[src/logic/cdc_pkg.sv]
// Package of constants and types for the comparator digital control block.
`default_nettype none

package cdc_pkg;

   // ****************************************************************
   // Register map and bus widths.
   // ****************************************************************
   localparam int unsigned ADDR_W = 3;
   localparam int unsigned DATA_W = 8;
   localparam int unsigned NUM_CMP = 2;
   localparam logic [2:0] OFF_CTRL_PRI_ONE = 3'h0;
   localparam logic [2:0] OFF_CTRL_SEC_ONE = 3'h1;
   localparam logic [2:0] OFF_CTRL_PRI_TWO = 3'h2;
   localparam logic [2:0] OFF_CTRL_SEC_TWO = 3'h3;
   localparam logic [2:0] OFF_MIRROR = 3'h4;
   localparam logic [2:0] OFF_IRQ_FLAG = 3'h5;

   // ****************************************************************
   // Primary control register fields and reset value.
   // ****************************************************************
   localparam int unsigned PRI_ENABLE = 7;
   localparam int unsigned PRI_RESULT = 6;
   localparam int unsigned PRI_PIN_DRIVE = 5;
   localparam int unsigned PRI_INVERT = 4;
   localparam int unsigned PRI_SPEED = 2;
   localparam int unsigned PRI_HYST = 1;
   localparam int unsigned PRI_SYNC = 0;
   localparam logic [7:0] PRI_WR_MASK = 8'hB7;
   localparam logic [7:0] PRI_RESET = 8'h04;

   // ****************************************************************
   // Secondary control register fields and reset value.
   // ****************************************************************
   localparam int unsigned SEC_RISE_EN = 7;
   localparam int unsigned SEC_FALL_EN = 6;
   localparam int unsigned SEC_PLUS_LSB = 4;
   localparam int unsigned SEC_MINUS_LSB = 0;
   localparam logic [7:0] SEC_WR_MASK = 8'hF3;
   localparam logic [7:0] SEC_RESET = 8'h00;

   // ****************************************************************
   // Mirror and flag register reset values.
   // ****************************************************************
   localparam logic [1:0] MIRROR_RESET = 2'h0;
   localparam logic [1:0] FLAG_RESET = 2'h0;

   // ****************************************************************
   // Input channel codes for the non-inverting node.
   // ****************************************************************
   localparam logic [1:0] PLUS_PIN = 2'h0;
   localparam logic [1:0] PLUS_DAC = 2'h1;
   localparam logic [1:0] PLUS_FIXED_REF = 2'h2;
   localparam logic [1:0] PLUS_GROUND = 2'h3;

   // Register bus request from software.
   typedef struct packed {
      logic rd;
      logic wr;
      logic [ADDR_W-1:0] addr;
      logic [DATA_W-1:0] wdata;
   } cdc_bus_req_t;

   // Controls toward one analog comparator core.
   typedef struct packed {
      logic connect;
      logic [1:0] plus_sel;
      logic [1:0] minus_sel;
      logic speed_high;
      logic hyst_en;
   } cdc_analog_ctrl_t;

   // Pin-facing signals of one comparator output pin.
   typedef struct packed {
      logic value;
      logic oe;
   } cdc_pin_t;

endpackage

`default_nettype wire

[src/logic/cdc_comparator_control.sv]
// Digital control of two analog comparators: registers, polarity, sync, edges.
//
// The register offsets and the plain strobed port were decided locally.
`default_nettype none

// Contract
// RL1: sync bit latches output on timer fall
// RL2: prescaled timer clock used when prescaler active
// RL3: latch on falling edge, timer counts rising
// RL4: enabled rise/fall edges set interrupt flag
// RL5: software clears flag, hardware never does
// RL6: edge during clear keeps flag set
// RL7: toggling invert or enable can set flag
// RL8: software sets all enables for interrupt
// RL9: plus select routes pin, DAC, reference, ground
// RL10: minus select picks shared pin zero-three
// RL11: disabled comparator disconnects all inputs
// RL12: invert bit four flips the result
// RL13: result bit reflects polarity corrected compare
// RL14: pin drive overrides latch when direction clear
// RL15: primary register layout, speed resets one
// RL16: speed bit drives analog power mode
// RL17: sync bit selects timer and pin path
// RL18: secondary edge enables, bits three-two zero
// RL19: mirror register holds both result bits
// RL20: mirror bits seven-two read zero
// RL21: raw high when plus exceeds minus
// RL22: internal result registered every cycle
// RL23: raw results synchronised before edge detection
module cdc_comparator_control (
   // Clock and reset.
   input wire logic clock_in,
   input wire logic rst_n_in,
   // Register port.
   input wire cdc_pkg::cdc_bus_req_t bus_req_in,
   output logic [7:0] bus_rdata_out,
   // Analog cores, raw results from a foreign timing domain.
   input wire logic [1:0] cmp_raw_in,
   output cdc_pkg::cdc_analog_ctrl_t [1:0] cmp_analog_ctrl_out,
   // Timer clock sources, both asynchronous to clock_in.
   input wire logic timer_src_clk_in,
   input wire logic timer_prescaled_clk_in,
   input wire logic timer_prescaler_active_in,
   output logic [1:0] timer_gate_out,
   // Output pins.
   input wire logic [1:0] pin_direction_bit_in,
   input wire logic [1:0] port_latch_in,
   output cdc_pkg::cdc_pin_t [1:0] cmp_pin_out,
   // Interrupt flags toward the interrupt controller.
   output logic [1:0] cmp_irq_flag_out
);

   // ****************************************************************
   // State of the block.
   // ****************************************************************

   // Every flip-flop of the module lives in this one record.
   typedef struct packed {
      logic [1:0][7:0] pri;
      logic [1:0][7:0] sec;
      logic [1:0] raw_s1;
      logic [1:0] raw_s2;
      logic [1:0] raw_s3;
      logic [1:0] raw_f;
      logic [2:0] tsrc_s;
      logic tsrc_f;
      logic [2:0] tpre_s;
      logic tpre_f;
      logic [1:0] result;
      logic [1:0] sync_latch;
      logic [1:0] gate;
      logic [1:0] flag;
      cdc_pkg::cdc_pin_t [1:0] pin;
      cdc_pkg::cdc_analog_ctrl_t [1:0] ana;
      logic [7:0] rdata;
   } cdc_state_t;

   cdc_state_t state_q;
   cdc_state_t state_d;

   // Decoded register strobes.
   logic [1:0] wr_pri;
   logic [1:0] wr_sec;
   logic wr_flag;

   // Timer clock falling edges after the three-stage filter.
   logic tsrc_fall;
   logic tpre_fall;
   logic timer_fall;

   // Per-comparator intermediate values.
   logic [1:0] raw_next;
   logic [1:0] result_next;
   logic [1:0] rise;
   logic [1:0] fall;
   logic [1:0] set_flag;
   logic [1:0] out_path;

   // ****************************************************************
   // Register decode.
   // ****************************************************************

   // Write strobes for each software-visible register except the read-only mirror.
   assign wr_pri[0] = bus_req_in.wr && (bus_req_in.addr == cdc_pkg::OFF_CTRL_PRI_ONE);
   assign wr_pri[1] = bus_req_in.wr && (bus_req_in.addr == cdc_pkg::OFF_CTRL_PRI_TWO);
   assign wr_sec[0] = bus_req_in.wr && (bus_req_in.addr == cdc_pkg::OFF_CTRL_SEC_ONE);
   assign wr_sec[1] = bus_req_in.wr && (bus_req_in.addr == cdc_pkg::OFF_CTRL_SEC_TWO);
   assign wr_flag = bus_req_in.wr && (bus_req_in.addr == cdc_pkg::OFF_IRQ_FLAG);

   // ****************************************************************
   // Timer clock edge detection.
   // ****************************************************************

   // A falling edge counts once the second and third stages agree on low
   // while the filtered level was still high.
   assign tsrc_fall = (state_q.tsrc_s[1] == state_q.tsrc_s[2]) && !state_q.tsrc_s[2]
                      && state_q.tsrc_f;
   assign tpre_fall = (state_q.tpre_s[1] == state_q.tpre_s[2]) && !state_q.tpre_s[2]
                      && state_q.tpre_f;

   // The prescaled clock takes over whenever the timer prescaler is active.
   assign timer_fall = timer_prescaler_active_in ? tpre_fall : tsrc_fall; // RL2

   // ****************************************************************
   // Per-comparator result, edge and output path logic.
   // ****************************************************************

   genvar gi;
   generate
      for (gi = 0; gi < 2; gi++) begin : g_cmp
         // Filtered raw result: adopt the third stage only when it agrees
         // with the second, so a metastable first stage never leaks out.
         assign raw_next[gi] = (state_q.raw_s2[gi] == state_q.raw_s3[gi]) ?
                               state_q.raw_s3[gi] : state_q.raw_f[gi]; // RL23

         // A disabled core reads as low, so the result still follows the
         // invert bit and toggling enable can make an edge.
         assign result_next[gi] =
            (state_q.pri[gi][cdc_pkg::PRI_ENABLE] & raw_next[gi]) // RL21 RL7
            ^ state_q.pri[gi][cdc_pkg::PRI_INVERT]; // RL12 RL13

         // Edges seen on the registered result bit.
         assign rise[gi] = result_next[gi] & ~state_q.result[gi]; // RL4
         assign fall[gi] = ~result_next[gi] & state_q.result[gi]; // RL4

         // Only edges whose enable bit is set may raise the flag.
         assign set_flag[gi] = (rise[gi] & state_q.sec[gi][cdc_pkg::SEC_RISE_EN])
                               | (fall[gi] & state_q.sec[gi][cdc_pkg::SEC_FALL_EN]); // RL4

         // Timer and pin see either the latched or the live result.
         assign out_path[gi] = state_q.pri[gi][cdc_pkg::PRI_SYNC] ?
                               state_q.sync_latch[gi] : state_q.result[gi]; // RL17
      end
   endgenerate

   // ****************************************************************
   // Next-state logic.
   // ****************************************************************

   // Computes the full next state from the current state and the inputs.
   always_comb begin
      state_d = state_q;

      // Three-stage capture of foreign inputs.
      state_d.raw_s1 = cmp_raw_in;
      state_d.raw_s2 = state_q.raw_s1;
      state_d.raw_s3 = state_q.raw_s2;
      state_d.raw_f = raw_next; // RL23
      state_d.tsrc_s = {state_q.tsrc_s[1:0], timer_src_clk_in};
      state_d.tpre_s = {state_q.tpre_s[1:0], timer_prescaled_clk_in};
      if (state_q.tsrc_s[1] == state_q.tsrc_s[2]) begin
         state_d.tsrc_f = state_q.tsrc_s[2];
      end
      if (state_q.tpre_s[1] == state_q.tpre_s[2]) begin
         state_d.tpre_f = state_q.tpre_s[2];
      end

      // Internal result is registered on every clock.
      state_d.result = result_next; // RL22

      for (int i = 0; i < 2; i++) begin
         // Software writes keep only the implemented writable bits.
         if (wr_pri[i]) begin
            state_d.pri[i] = bus_req_in.wdata & cdc_pkg::PRI_WR_MASK; // RL15
         end
         if (wr_sec[i]) begin
            state_d.sec[i] = bus_req_in.wdata & cdc_pkg::SEC_WR_MASK; // RL18
         end

         // The latch only moves on a timer falling edge, away from the
         // rising edge on which the timer counts.
         if (timer_fall) begin
            state_d.sync_latch[i] = state_q.result[i]; // RL1 RL3
         end

         // Hardware only sets the flag; a clear in the same cycle loses.
         state_d.flag[i] = (state_q.flag[i] & ~(wr_flag & bus_req_in.wdata[i]))
                           | set_flag[i]; // RL5 RL6

         // Timer gate follows the selected output path.
         state_d.gate[i] = out_path[i]; // RL17

         // Pin drive overrides the port latch; enable does not matter.
         state_d.pin[i].value = state_q.pri[i][cdc_pkg::PRI_PIN_DRIVE] ?
                                out_path[i] : port_latch_in[i]; // RL14
         state_d.pin[i].oe = ~pin_direction_bit_in[i]; // RL14

         // Analog core controls; a disabled core has every input open.
         state_d.ana[i].connect = state_q.pri[i][cdc_pkg::PRI_ENABLE]; // RL11
         state_d.ana[i].plus_sel =
            state_q.sec[i][cdc_pkg::SEC_PLUS_LSB +: 2]; // RL9
         state_d.ana[i].minus_sel =
            state_q.sec[i][cdc_pkg::SEC_MINUS_LSB +: 2]; // RL10
         state_d.ana[i].speed_high = state_q.pri[i][cdc_pkg::PRI_SPEED]; // RL16
         state_d.ana[i].hyst_en = state_q.pri[i][cdc_pkg::PRI_HYST];
      end

      // Read data stands only in the cycle after the read strobe.
      state_d.rdata = 8'h00;
      if (bus_req_in.rd) begin
         unique case (bus_req_in.addr)
            cdc_pkg::OFF_CTRL_PRI_ONE: begin
               state_d.rdata = state_q.pri[0];
               state_d.rdata[cdc_pkg::PRI_RESULT] = state_q.result[0]; // RL13
            end
            cdc_pkg::OFF_CTRL_PRI_TWO: begin
               state_d.rdata = state_q.pri[1];
               state_d.rdata[cdc_pkg::PRI_RESULT] = state_q.result[1]; // RL13
            end
            cdc_pkg::OFF_CTRL_SEC_ONE: begin
               state_d.rdata = state_q.sec[0]; // RL18
            end
            cdc_pkg::OFF_CTRL_SEC_TWO: begin
               state_d.rdata = state_q.sec[1]; // RL18
            end
            cdc_pkg::OFF_MIRROR: begin
               state_d.rdata = {6'h00, state_q.result}; // RL19 RL20
            end
            cdc_pkg::OFF_IRQ_FLAG: begin
               state_d.rdata = {6'h00, state_q.flag};
            end
            default: begin
               state_d.rdata = 8'h00;
            end
         endcase
      end
   end

   // ****************************************************************
   // State register.
   // ****************************************************************

   // Registers the whole state; reset loads the register reset values.
   always_ff @(posedge clock_in or negedge rst_n_in) begin
      if (!rst_n_in) begin
         state_q <= '0;
         state_q.pri <= {cdc_pkg::PRI_RESET, cdc_pkg::PRI_RESET}; // RL15
         state_q.sec <= {cdc_pkg::SEC_RESET, cdc_pkg::SEC_RESET};
         state_q.result <= cdc_pkg::MIRROR_RESET; // RL19
         state_q.flag <= cdc_pkg::FLAG_RESET;
         state_q.pin <= {2{1'b0, 1'b1}};
         state_q.ana <= {2{7'h02}};
      end else begin
         state_q <= state_d;
      end
   end

   // ****************************************************************
   // Outputs, each straight from the state register.
   // ****************************************************************

   // Drive all outputs from registered state.
   assign bus_rdata_out = state_q.rdata;
   assign cmp_analog_ctrl_out = state_q.ana;
   assign timer_gate_out = state_q.gate;
   assign cmp_pin_out = state_q.pin;
   assign cmp_irq_flag_out = state_q.flag;

endmodule

`default_nettype wire

[config.mk]
export PLATFORM = sky130hd
export DESIGN_NAME = cdc_comparator_control
export DESIGN_NICKNAME = d
export VERILOG_FILES = /design/src/logic/cdc_pkg.sv /design/src/logic/cdc_comparator_control.sv
export SDC_FILE = /design/constraint.sdc
export NUM_CORES = 1
export LEC_CHECK = 0
export BUFFER_PORTS_ARGS = -buffer_cell sky130_fd_sc_hd__buf_2
export CAP_MARGIN = 20
export CORE_AREA = 2 2 81 83
export DETAILED_ROUTE_END_ITERATION = 8
export DIE_AREA = 0 0 83 85
export PLACE_DENSITY = 0.77
export SYNTH_ARGS = -nofsm -noshare
export SYNTH_HDL_FRONTEND = slang
export SYNTH_SLANG_ARGS = --single-unit
[constraint.sdc]
create_clock -name clock_in -period 1.77 [get_ports clock_in]
set_input_delay 0 -clock clock_in [delete_from_list [all_inputs] [get_ports clock_in]]
set_output_delay 0 -clock clock_in [all_outputs]
set_load 0.03 [all_outputs]
==> out/metrics.cfg <==
[setup_path]
path_class=flop to flop
cp.required_ns=2.04
cp_slowest_cell=dfrtp_1
cp_num_buf_inv=0
endpoint_kind=flop
crit_fanout=3
critical_path.max_stage_delay_ns=0.39
cp-start-kind=flop
crit_arrival_ns=1.62
critPathTopFamily=compound AO/OA/AOI/OAI gates
cp_cell_sequence=maj3_2, a21o_1, a211o_1, o211ai_1

[place]
dp_slack_ns=0.429
routabilityCongestion=0.777
placed_cells=316
port_buffers=51
dp_hpwl_um=3400

[clock_network]
cts.clk_slew.worst_paths_ns=0.08
post-cts-setup-buffer-count=0
htreeDepth=3
root_buffer=clkbuf_8
cts_buffer_depth=2
tritoncts=yes
cts_buffers=9
clk_latency_ns=0.35
clkSinkCount=73

[die]
die_area_mm2=0.00706
fp-row-count=29
die_w_um=83
fp.dieH_um=85
io_pins=54
core_mm2=0.00620
initial_core_util_pct=48.4

[timing]
fin_skew_ns=0.0136
rsz0062_at_grt=false
period_needed_ns=1.35
fin_ws_ns=0.421
min_period_over_period_pct=76.2
tns_ns=0
setup_viol_count_final=0
fmax_mhz=741
hold_viol=0
maxSlewViolCount=0

[pwr]
p_per_area_mw_per_mm2=1280
p_int_mw=3.22
p_switching_mw=1.30
p_seq_share_pct=48.2
peakVddDrop_mv=0.561
p_clk_share_pct=31.2
power_mw=4.52
p_comb_share_pct=20.7
switching_share_pct=28.7
leakagePower_nw=1.69

[final_layout]
num_antenna_cells=0
area_growth_pct=17.5
stdcell_count=349
final_common_cell=dfrtp_1
drive_gt1_share_pct=41.2
nets=293
utilization_pct=56.8
final_cell_mix=67 x dfrtp_1, 51 x buf_2, 29 x mux2_2, 17 x dlygate4sd3_1, 14 x clkbuf_8

[drt]
wire_per_inst_um=14.6
drt-total-wl_um=5080
dr_total_vias=1738
antenna_left=0
drcViolationCount=0
drtIter0Drc=121
viasPerCell=4.98
dr.pass1.iters=4

[flow_run]
max_cap_viol_count=0

[global_route]
grt-ovfl-total=0
grt_pass1_wl_um=8790
grt_antenna_before_repair=0
grt_pass1_vias=1753
track_usage_pct=16.4
grt_max_degree=74

[synth]
syn_nets=246
synth.distinct_cells=37
ys_ff_latch=73
avgSynthCellArea_um2=13.6
ys_warn_count=0
synth_cells=220
syn_area_mm2=0.00300
ys_seq_area_share_pct=61.1

[outcome]
run_status=completed

[worst_hold_path]
min_path_type=primary input to flop

-- worst paths after layout --
path	slack (ns)	from	depth (start not counted)	endpoint
hold / removal	0.05	bus_req_in[11]	4	cmp_irq_flag_out[1]$_DFF_PN0_
setup / recovery	0.42	state_d[45]$_DFF_PN0_	4	cmp_irq_flag_out[1]$_DFF_PN0_
max in group asynchronous	1.23	rst_n_in	3	cmp_pin_out[2]$_DFF_PN1_
min in group asynchronous	0.20	rst_n_in	3	state_d[46]$_DFF_PN0_
setup reg to reg	0.42	state_d[45]$_DFF_PN0_	4	cmp_irq_flag_out[1]$_DFF_PN0_
hold reg to reg	0.35	state_d[36]$_DFF_PN0_	0	state_d[37]$_DFF_PN0_
-- synth_stat cells, drive strengths merged --
library cell / count / area, um^2
dfrtp: 67 / 1680
buf: 34 / 250
mux2: 29 / 327
nand2: 13 / 48.8
inv: 10 / 37.5
mux2i: 9 / 90.1
dfstp: 6 / 158
o21ai: 6 / 30.0
o22ai: 5 / 31.3
and2: 4 / 25.0
nand2b: 3 / 26.3
nand3: 3 / 15.0
a211o: 2 / 17.5
a21o: 2 / 15.0
a21oi: 2 / 10.0
ha: 2 / 25.0
maj3: 2 / 22.5
nand3b: 2 / 15.0
nand4: 2 / 12.5
nor2: 2 / 10.0
nor3b: 2 / 26.3
o211ai: 2 / 15.0
a21boi: 1 / 7.51
a22oi: 1 / 7.51
and3: 1 / 6.26
and3b: 1 / 8.76
conb: 1 / 3.75
mux4: 1 / 22.5
nand4b: 1 / 23.8
nor2b: 1 / 6.26
nor3: 1 / 16.3
o21a: 1 / 7.51
or2: 1 / 6.26
-- power by group through the flow --
stage	sequential [mW]	combinational [mW]	clock, mW
detailed placement	2.21	0.913	0
global placement	2.19	0.891	0
floorplan	2.15	0.841	0
global route	2.22	1.01	1.52
CTS	2.18	0.946	1.46
finish	2.18	0.934	1.41
-- state kept, by name, indices dropped and copies added (netlist names) --
signal and count:
state_q 22, cmp_irq_flag_out 2, cmp_analog_ctrl_out 14, cmp_pin_out 4, timer_gate_out 2, state_d 22
bus_rdata_out 7
-- layout make-up --
class | count | area (um^2)
clock buffers | 15 | 196
flip-flops and latches | 73 | 1830
multi-input cells | 103 | 878
inverters | 10 | 37.5
fillers | 532 | 2680
clock inverters | 1 | 30.0
repair buffers | 70 | 453
well taps | 77 | 96.3
-- logic make-up after synthesis --
logic type	Yosys count	share of synthesized area [%]
other	1	0.125
buffers and inverters	44	9.59
adder cells (fa/ha/maj)	4	1.58
multiplexers	39	14.6
flip-flops	73	61.1
AND/OR/NAND/NOR	37	8.22
AO/OA/AOI/OAI	22	4.71
-- worst register-to-register path: cells and delay by family, from the launching register on --
kind,cells,cell delay (ns)
AOI/OAI and AO/OA,3,0.54
DFF,1,0.39
adders and majority gates,1,0.35
-- routing by layer --
layer	share of wire [%]	up-vias	global-route usage, %
met5	0	-	0
met4	2.2	0	9.39
met3	5.8	10	5.93
met2	49	47	25.4
met1	43	862	20.1
li1	-	819	-
-- metrics by stage --
stage               instance area [um^2]  hold WS, ns
global route                        3530       0.0997
CTS                                 3530       0.0322
detailed placement                  3130       0.0545
finish                              3530       0.0547
global placement                    3130       0.0499
floorplan                           3000       -0.296
-- what timing repair did --
action,4_1_cts,5_1_grt
setup endpoints to repair,0,0
hold buffers,17,0
gates resized for setup,0,0
hold endpoints to repair,108,0
No activity file was read; power rests on OpenSTA's default activity.
